**src/logic/wdog_cfg.svh**
```systemverilog
// Constants for the watchdog, power-mode and warm-up block.
// Assumes a 50 MHz core clock; the oscillator rate arrives as a one-cycle tick.
`ifndef WDOG_CFG_SVH
`define WDOG_CFG_SVH
`define ADDR_TIMER0_MODE   5'h02
`define ADDR_WDOG_RESTART  5'h1A
`define BIT_WDOG_FLAG      3
`define RESET_TIMER0_MODE  4'h0
`define WARM_POR_RC        15'h1000
`define WARM_POR_XTAL      15'h4000
`define WARM_PAD_RC        15'h0100
`define WARM_PAD_XTAL      15'h0400
`define WARM_STOP_RC       15'h0100
`define WARM_STOP_XTAL     15'h4000
`define BASE_TIMEOUT_US    500
`define CORE_CLK_MHZ       50
`define BASE_TIMEOUT_CYC   ((`BASE_TIMEOUT_US) * (`CORE_CLK_MHZ))
`define CLK_OPT_XTAL       2'h0
`endif

```
**src/logic/wdog_pkg.sv**
```systemverilog
// Types for the watchdog block.
// Assumes nothing beyond the constants header.
package wdog_pkg;
   typedef enum logic [1:0] {
      mode_warm,
      mode_run,
      mode_halt,
      mode_stop
   } power_mode_t;
endpackage : wdog_pkg

```
**src/logic/wdog_power.sv**
```systemverilog
// Watchdog, halt/stop control and oscillator warm-up timer.
// Assumes the processor gives one-cycle halt/stop pulses and an oscillator tick.
`timescale 1ns/1ps
`include "wdog_cfg.svh"
module wdog_power
   import wdog_pkg::*;
(
   // Clock and power-on reset
   input  wire logic       core_clk,
   input  wire logic       reset,
   // Register port
   input  wire logic [4:0] reg_addr,
   input  wire logic [3:0] reg_wdata,
   input  wire logic       reg_wr,
   input  wire logic       reg_rd,
   output logic      [3:0] reg_rdata,
   // Mask-time options and pins
   input  wire logic       wdog_enable_option,
   input  wire logic [1:0] clock_source_option,
   input  wire logic       pad_reset_pin,
   input  wire logic       osc_tick,
   // Processor side
   input  wire logic       halt_req,
   input  wire logic       stop_req,
   input  wire logic       irq_any,
   input  wire logic       irq_stop_wake,
   // Status outputs
   output logic            device_reset,
   output logic            cpu_run,
   output logic            osc_run,
   output logic            periph_run,
   output logic            wake_irq,
   output logic [2:0]      timer0_mode_field
);

   ////////////////////////////////////////////////////////////////////////
   // Pad reset synchroniser: three stages, level follows when 2 and 3 agree
   logic [2:0] pad_sync;
   logic       pad_level;
   logic       next_pad_level;

   always_comb begin
      next_pad_level = pad_level;
      if (pad_sync[1] == pad_sync[2]) begin
         next_pad_level = pad_sync[2];
      end
   end

   always_ff @(posedge core_clk or posedge reset) begin
      if (reset) begin
         pad_sync  <= 3'h0;
         pad_level <= 1'b0;
      end else begin
         pad_sync  <= {pad_sync[1:0], pad_reset_pin};
         pad_level <= next_pad_level;
      end
   end

   ////////////////////////////////////////////////////////////////////////
   // Prescaler ratio as a count of base periods
   function automatic logic [10:0] ratio_of(input logic [2:0] code);
      case (code)
         3'h7:    ratio_of = 11'h001;
         3'h6:    ratio_of = 11'h002;
         3'h5:    ratio_of = 11'h004;
         3'h4:    ratio_of = 11'h008;
         3'h3:    ratio_of = 11'h020;
         3'h2:    ratio_of = 11'h080;
         3'h1:    ratio_of = 11'h200;
         default: ratio_of = 11'h400;
      endcase
   endfunction : ratio_of

   // Warm-up length for an event, by clock option
   function automatic logic [14:0] warm_of(input logic [1:0] kind, input logic xtal);
      case (kind)
         2'h0:    warm_of = xtal ? `WARM_POR_XTAL : `WARM_POR_RC;
         2'h1:    warm_of = xtal ? `WARM_PAD_XTAL : `WARM_PAD_RC;
         default: warm_of = xtal ? `WARM_STOP_XTAL : `WARM_STOP_RC;
      endcase
   endfunction : warm_of

   localparam logic [14:0] BASE_CYC = 15'(`BASE_TIMEOUT_CYC);

   ////////////////////////////////////////////////////////////////////////
   // Main state: mode, warm-up, watchdog counters, flag, prescaler field
   power_mode_t mode;
   power_mode_t next_mode;
   logic [14:0] warm_cnt;
   logic [14:0] next_warm_cnt;
   logic [14:0] base_cnt;
   logic [14:0] next_base_cnt;
   logic [10:0] wdog_cnt;
   logic [10:0] next_wdog_cnt;
   logic        wdog_restart_flag;
   logic        next_wdog_restart_flag;
   logic [3:0]  timer0_mode_reg;
   logic [3:0]  next_timer0_mode_reg;
   logic        pad_prev;
   logic        dev_rst;
   logic        next_dev_rst;
   logic        wake_q;
   logic        next_wake_q;
   logic [3:0]  rdata;
   logic [3:0]  next_rdata;
   logic        xtal;
   logic        wd_on;
   logic        pad_edge;
   logic        wr_restart;
   logic        wr_t0m;
   logic        por_seen;

   assign xtal       = (clock_source_option == `CLK_OPT_XTAL);
   assign wd_on      = wdog_enable_option;
   assign pad_edge   = pad_level & ~pad_prev;
   assign wr_restart = reg_wr && (reg_addr == `ADDR_WDOG_RESTART)
                       && reg_wdata[`BIT_WDOG_FLAG];
   assign wr_t0m     = reg_wr && (reg_addr == `ADDR_TIMER0_MODE);

   always_comb begin
      next_mode              = mode;
      next_warm_cnt          = warm_cnt;
      next_base_cnt          = base_cnt;
      next_wdog_cnt          = wdog_cnt;
      next_wdog_restart_flag = wdog_restart_flag;
      next_timer0_mode_reg   = timer0_mode_reg;
      next_dev_rst           = 1'b0;
      next_wake_q            = 1'b0;
      next_rdata             = 4'h0;
      // Register reads, data in the next cycle
      if (reg_rd) begin
         if (reg_addr == `ADDR_WDOG_RESTART) begin
            next_rdata = {wdog_restart_flag, 3'h0};
         end else if (reg_addr == `ADDR_TIMER0_MODE) begin
            next_rdata = timer0_mode_reg;
         end
      end
      if (wr_t0m) begin
         next_timer0_mode_reg = reg_wdata;
      end
      // First cycle after power-on: option is now readable, pick its warm-up
      if (!por_seen) begin
         next_warm_cnt = warm_of(2'h0, xtal);
      end
      if (pad_edge) begin
         // Pad reset: reload warm-up, clear counter, flag set
         next_mode              = mode_warm;
         next_warm_cnt          = warm_of(2'h1, xtal);
         next_wdog_restart_flag = 1'b1;
         next_timer0_mode_reg   = `RESET_TIMER0_MODE;
         next_base_cnt          = 15'h0;
         next_wdog_cnt          = 11'h0;
         next_dev_rst           = 1'b1;
      end else begin
         case (mode)
            mode_warm: begin
               if (osc_tick) begin
                  if (warm_cnt <= 15'h1) begin
                     next_mode = mode_run;
                  end else begin
                     next_warm_cnt = warm_cnt - 15'h1;
                  end
               end
            end
            mode_run: begin
               if (stop_req) begin
                  next_mode = mode_stop;
               end else if (halt_req) begin
                  next_mode = mode_halt;
               end
            end
            mode_halt: begin
               if (irq_any) begin
                  next_mode   = mode_run;
                  next_wake_q = 1'b1;
               end
            end
            mode_stop: begin
               if (irq_stop_wake) begin
                  next_mode              = mode_warm;
                  next_warm_cnt          = warm_of(2'h2, xtal);
                  next_wdog_restart_flag = 1'b1;
                  next_base_cnt          = 15'h0;
                  next_wdog_cnt          = 11'h0;
                  next_wake_q            = 1'b1;
               end
            end
            default: next_mode = mode_warm;
         endcase
         // Watchdog counts down on the system clock, not in stop or warm-up
         if (wd_on && (mode == mode_run || mode == mode_halt)) begin
            if (wr_restart) begin
               next_base_cnt = 15'h0;
               next_wdog_cnt = 11'h0;
            end else if (base_cnt == 15'h0) begin
               next_base_cnt = BASE_CYC - 15'h1;
               if (wdog_cnt == 11'h0) begin
                  next_wdog_cnt = ratio_of(timer0_mode_reg[2:0]);
               end else if (wdog_cnt == 11'h1) begin
                  // Underflow: device reset, flag cleared
                  next_dev_rst           = 1'b1;
                  next_wdog_restart_flag = 1'b0;
                  next_timer0_mode_reg   = `RESET_TIMER0_MODE;
                  next_wdog_cnt          = 11'h0;
                  next_mode              = mode_run;
               end else begin
                  next_wdog_cnt = wdog_cnt - 11'h1;
               end
            end else begin
               next_base_cnt = base_cnt - 15'h1;
            end
         end
      end
   end

   always_ff @(posedge core_clk or posedge reset) begin
      if (reset) begin
         mode              <= mode_warm;
         warm_cnt          <= `WARM_POR_RC;
         base_cnt          <= 15'h0;
         wdog_cnt          <= 11'h0;
         wdog_restart_flag <= 1'b1;
         timer0_mode_reg   <= `RESET_TIMER0_MODE;
         pad_prev          <= 1'b0;
         dev_rst           <= 1'b0;
         wake_q            <= 1'b0;
         rdata             <= 4'h0;
      end else begin
         mode              <= next_mode;
         warm_cnt          <= next_warm_cnt;
         base_cnt          <= next_base_cnt;
         wdog_cnt          <= next_wdog_cnt;
         wdog_restart_flag <= next_wdog_restart_flag;
         timer0_mode_reg   <= next_timer0_mode_reg;
         pad_prev          <= pad_level;
         dev_rst           <= next_dev_rst;
         wake_q            <= next_wake_q;
         rdata             <= next_rdata;
      end
   end

   ////////////////////////////////////////////////////////////////////////
   // Power-on warm-up length follows the option only if osc_tick is low in the first cycle after release
   logic next_por_seen;

   always_comb begin
      next_por_seen = 1'b1;
   end

   always_ff @(posedge core_clk or posedge reset) begin
      if (reset) begin
         por_seen <= 1'b0;
      end else begin
         por_seen <= next_por_seen;
      end
   end

   // Registered outputs
   logic [4:0] out_q;
   logic [4:0] next_out_q;

   always_comb begin
      next_out_q[0] = next_dev_rst;
      next_out_q[1] = (next_mode == mode_run);
      next_out_q[2] = (next_mode != mode_stop);
      next_out_q[3] = (next_mode != mode_stop);
      next_out_q[4] = next_wake_q;
   end

   always_ff @(posedge core_clk or posedge reset) begin
      if (reset) begin
         out_q <= 5'h0C;
      end else begin
         out_q <= next_out_q;
      end
   end

   assign device_reset      = out_q[0];
   assign cpu_run           = out_q[1];
   assign osc_run           = out_q[2];
   assign periph_run        = out_q[3];
   assign wake_irq          = out_q[4];
   assign reg_rdata         = rdata;
   assign timer0_mode_field = timer0_mode_reg[2:0];

endmodule : wdog_power

```
**config.mk**
```make
export PLATFORM = sky130hd
export DESIGN_NAME = wdog_power
export DESIGN_NICKNAME = d
export VERILOG_FILES = /design/src/logic/wdog_pkg.sv /design/src/logic/wdog_power.sv
export VERILOG_INCLUDE_DIRS = /design/src /design/src/logic
export SDC_FILE = /design/constraint.sdc
export NUM_CORES = 1
export LEC_CHECK = 0
export BUFFER_PORTS_ARGS = -buffer_cell sky130_fd_sc_hd__buf_2
export CORE_ASPECT_RATIO = 1.1
export CORE_MARGIN = 4
export CORE_UTILIZATION = 64
export CTS_CLUSTER_SIZE = 16
export DETAILED_ROUTE_END_ITERATION = 16
export PLACE_DENSITY = 0.85
export RECOVER_POWER = 100
export SLEW_MARGIN = 20
export SYNTH_ARGS = -nofsm -noshare
export SYNTH_HDL_FRONTEND = slang
export SYNTH_SLANG_ARGS = --single-unit
```
**constraint.sdc**
```tcl
create_clock -name core_clk -period 6.55 [get_ports core_clk]
set_clock_uncertainty 0.1 [all_clocks]
set_input_delay 1.31 -clock core_clk [delete_from_list [all_inputs] [get_ports core_clk]]
set_output_delay 1.31 -clock core_clk [all_outputs]
set_load 0.05 [all_outputs]
```
# == After elaboration in Yosys (flattened, before gate mapping) ==
# Index checks and enable logic that the tools add are counted.
# word_totals
wordCells,111
register_bits,63
inputBits,22
output_inout_bits,12
# classes
magnitude_cmp,1
addsub,3
n_bitwise,2
n_reduce_logical,12
n_mux,65
n_eq_ne,16
# op_table
operator,count
$mux 15,13
$mux 11,9
$pmux 11 s7,1
$mux 4,10
$pmux 15 s2,1
$sub 15x1->15 const B,2
$mux 2,12
$mux 1,17
$le 15x1->1 const B,1
$logic_not 15->1,1
$eq 3x3->1 const B,4
$eq 11x1->1 const B,1
$logic_not 11->1,1
$sub 11x1->11 const B,1
$pmux 2 s4,1
$eq 3x2->1 const B,2
$reduce_bool 3->1,2
$eq 5x2->1 const B,1
$eq 5x5->1 const B,1
$eq 2x1->1 const B,2
$eq 2x2->1 const B,2
$logic_and 1x1->1,4
$logic_not 2->1,2
$eq 3x1->1 const B,1
other kinds (7),7

# == Depth between registers and ports, before layout ==
# depth
depth_word,11
depth_mapped,9
mapped_depth_nobuf,7

# == Worst setup path before layout ==
# No wires, ideal clock.
# synth_timing
path_kind,input to register
start,input port reg_addr[0]
end,register base_cnt[2]
n_path_buf,3
setup_slack_ns,3.566
arrival_time_ns,2.748
stages,8
setup_ns,0.136
required_ns,6.314
cell_sequence,nor4bb_1 -> clkbuf_1 -> a211o_1 -> clkbuf_1 -> clkbuf_1 -> nor2_1 -> o21ai_0 -> o21ai_0
# synth_between
elab_chain_len,6
# synth_lines
item,line_no,source
from (decl),wdog_power.sv:12,"input wire logic [4:0] reg_addr,"
$eq 5x5->1 (no line),--,
$logic_and 1x1->1 (2 in series),wdog_power.sv:116,assign wr_restart = reg_wr && (reg_addr == `ADDR_WDOG_RESTART)
$mux 15,wdog_power.sv:192,if (wr_restart) begin
$mux 15,wdog_power.sv:191,if (wd_on && (mode == mode_run || mode == mode_halt)) begin
$mux 15,wdog_power.sv:145,if (pad_edge) begin
to (signal assigned),wdog_power.sv:231,base_cnt <= next_base_cnt;
to (decl),wdog_power.sv:91,logic [14:0] base_cnt;
# Every way passes these cells.
# A chain may end at the register's enable or synchronous reset.

==> results.py <==
metrics = {
    "timing": {
        "highest_attainable_clock_frequency_mhz": 246,
        "report.final.hold_viol_count": 0,
        "max_slew_margin_pct": -112,
        "min_period_over_period_pct": 62.0,
        "setup-violations-final": 0,
        "period_needed_ps": 4060,
        "final-max-slew-violation-count": 63,
        "rsz_0062_raised_after_global_routing": "no",
        "setup_total_negative_slack_ps": 0,
        "worst-slew-pin-transition_ps": 3180,
    },
    "clock_network": {
        "cts.reportedPaths.clkPinSlew_ps": 70,
        "tritoncts.num_buffers": 9,
        "cts_setup_buffers": 0,
        "root_buffer": "clkbuf_8",
        "clock_latency_ps": 350,
        "post_cts_resized": 0,
        "htreeDepth": 3,
        "max-clock-path-buffers": 2,
        "cts_hold_buf": 0,
        "tritoncts": "yes",
        "clock-sinks": 62,
    },
    "floorplanning": {
        "floorplan.die.width_um": 80.6,
        "dieArea_mm2": 0.00709,
        "core_area_mm2": 0.00550,
        "io_pins": 34,
        "initial_utilization_pct": 67.5,
        "placement_rows": 28,
        "die_h_um": 87.9,
    },
    "min_path": {
        "timing.hold.worst.start": "pad_sync[0]",
        "worst_hold_path.num_cells": 0,
        "hold-path-endpoint": "pad_sync[1]",
        "hold_path.class": "flip-flop to flip-flop",
    },
    "synth": {
        "netlist-cell-type-count": 71,
        "dominant_combinational_cell_family_by_area_after_synthesis": "simple AND/OR/NAND/NOR gates",
        "number_of_cells_produced_by_synthesis": 415,
        "synth_adder_area_share_pct": 3.30,
        "ys_seq_area_share_pct": 41.9,
        "post_synth.cell_area_avg_um2": 8.95,
        "synth_edf_count": 0,
        "mappedNetlistNets": 446,
        "synth_async_sr_flop_share_pct": 100,
        "synth_seq_cells": 62,
        "syn_area_mm2": 0.00371,
        "yosys_warnings": 0,
        "synth_simple_gate_area_share_pct": 25.4,
        "post_synth_xor_area_fraction_pct": 2.59,
        "synth_compound_area_share_pct": 21.9,
        "synth_flop_cell": "dfrtp_1",
        "synth.mux.area_fraction_pct": 0.303,
    },
    "routing": {
        "avgRoutedWirePerCell_um": 17.4,
        "drc": 0,
        "dr.pass1.iters": 6,
        "detailedRoute.firstIterationViolations": 330,
        "ant_nets": 0,
        "detailroute.via_count": 3404,
        "vias_per_instance": 6.51,
        "routed_wirelength_um": 9100,
    },
    "worst_setup_path": {
        "worstPathArrival_ps": 3710,
        "critical_path.cell_chain": "buf_2, inv_1, clkbuf_1",
        "cp_num_buf_inv": 3,
        "max_stage_delay_ps": 2220,
        "reg2reg_capture_point": "warm_cnt[11]",
        "worstSetupStartpointType": "input port",
        "crit_path_end_kind": "asynchronous set/reset pin",
        "slowest_stage": "clkbuf_1",
        "worst_ep_required_time_ps": 6200,
        "timing.reg2reg.setup_slack_ps": 3330,
        "critical_path.top_delay_family": "buffers and inverters",
        "worstPathMaxFanout": 62,
        "ff2ff_path_depth": 6,
        "worst_flop_to_flop_path_startpoint": "warm_cnt[8]",
        "timing_worst_setup_path_type": "input port to asynchronous set/reset pin",
    },
    "run_status": {
        "violated_checks": "max-capacitance violations, max-slew violations",
        "run_status": "complete, but fails checks",
    },
    "final_layout": {
        "final_common_cell": "dfrtp_1",
        "reg_top3": "base_cnt x15, warm_cnt x15, wdog_cnt x11",
        "num-nets-final": 474,
        "layout-area-overhead-vs-synth_pct": 10.0,
        "final_layout_size_suffix_gt1_share_pct": 12.5,
        "layout.core_utilization_pct": 74.3,
        "diodes": 0,
        "layout_common_cells": "dfrtp_1 (59), nor2_1 (37), nand2_1 (33)",
    },
    "global_routing": {
        "grt-ovfl-total": 0,
        "initial_antenna_violation_count": 0,
        "grt_pass1_wl_um": 15300,
        "pin_count_of_the_biggest_net_entering_global_routing": 63,
        "grt_pass1_vias": 3243,
        "grt_use_total_pct": 27.7,
    },
    "power": {
        "pwr-share-comb_pct": 43.6,
        "power_switching_share_pct": 42.2,
        "peakVddDrop_mv": 0.275,
        "p_clk_share_pct": 23.3,
        "power_density_mw_per_mm2": 399,
        "power_frac_seq_pct": 33.1,
        "p_int_uw": 942,
        "switchingPower_uw": 688,
        "leakagePower_uw": 0.00181,
    },
    "job": {
        "cap_viol_max_count": 1,
    },
    "placed_design": {
        "place.port_buffers": 33,
        "routabilityCongestion": 0.887,
        "detailedPlacementHpwl_um": 6000,
    },
}
-- layout make-up --
type                    count  area (µm²)
clock buffers               9         124
clock inverters             7        97.6
fillers                   411        1420
inverters                  20        75.1
multi-input cells         313        1970
flip-flops and latches     62        1560
well taps                  75        93.8
repair buffers             37         170
-- synthesized netlist by cell type, types with 6 or more instances --
cell type,instances,area (µm²)
o21ai_0,29,145
dfrtp_1,59,1480
xnor2_1,7,61.3
or3_1,12,75.1
ha_1,9,113
nor4_1,12,75.1
clkbuf_1,12,45.0
nor3_1,19,95.1
a31oi_1,8,50.1
nand3_1,11,55.1
inv_1,20,75.1
nand2_1,33,124
a21oi_1,24,120
nor2_1,37,139
nand2b_1,6,37.5
-- layer usage --
layer  up-vias  wire (µm)  global-route usage (%)
met2       165       4390                    44.5
met3        20        666                    5.04
met5         -          0                       0
met1      1619       3850                    37.0
met4         0        190                    11.8
li1       1600          -                       -
-- power groups by stage --
stage / Sequential, µW / Clock (µW) / Combinational (µW)
floorplan: 527 / 0 / 564
global placement: 539 / 0 / 677
detailed placement: 544 / 0 / 693
CTS: 538 / 384 / 704
global route: 553 / 402 / 776
finish: 540 / 380 / 710
-- metrics by stage --
step           power (µW)  hold WS, ps  setup slack (ps)  area, µm²  cells
2_1_floorplan        1090          231              3570       3710    415
4_1_cts              1630          255              3170       4130    523
3_5_place_dp         1240          239              2790       3910    507
6_report             1630          254              2490       4090    523
5_1_grt              1730          262              1690       4090    523
3_3_place_gp         1220          240              2810       3910    507
-- cells by family (layout without fill, tap and decap cells) --
logic type / count (synthesis) / in the layout
xor gates and xnor gates: 11 / 11
buffers and inverters: 40 / 73
muxes: 1 / 1
DFF: 62 / 62
adders and majority gates: 10 / 10
and+or+nand+nor: 171 / 171
AOI/OAI and AO/OA: 119 / 119
other: 1 / 1
-- worst max-delay path by stage --
stage	from	to	slack, ps	cells past startpoint
finish	reset	warm_cnt[0]	2490	3
global route	reset	wdog_cnt[5]	1690	3
CTS	reg_addr[0]	wdog_cnt[9]	3170	6
detailed placement	reg_addr[0]	wdog_cnt[9]	2790	6
global placement	reg_addr[0]	wdog_cnt[9]	2810	6
floorplan	reg_addr[0]	base_cnt[2]	3570	8
No activity file was read; power rests on OpenSTA's default activity.
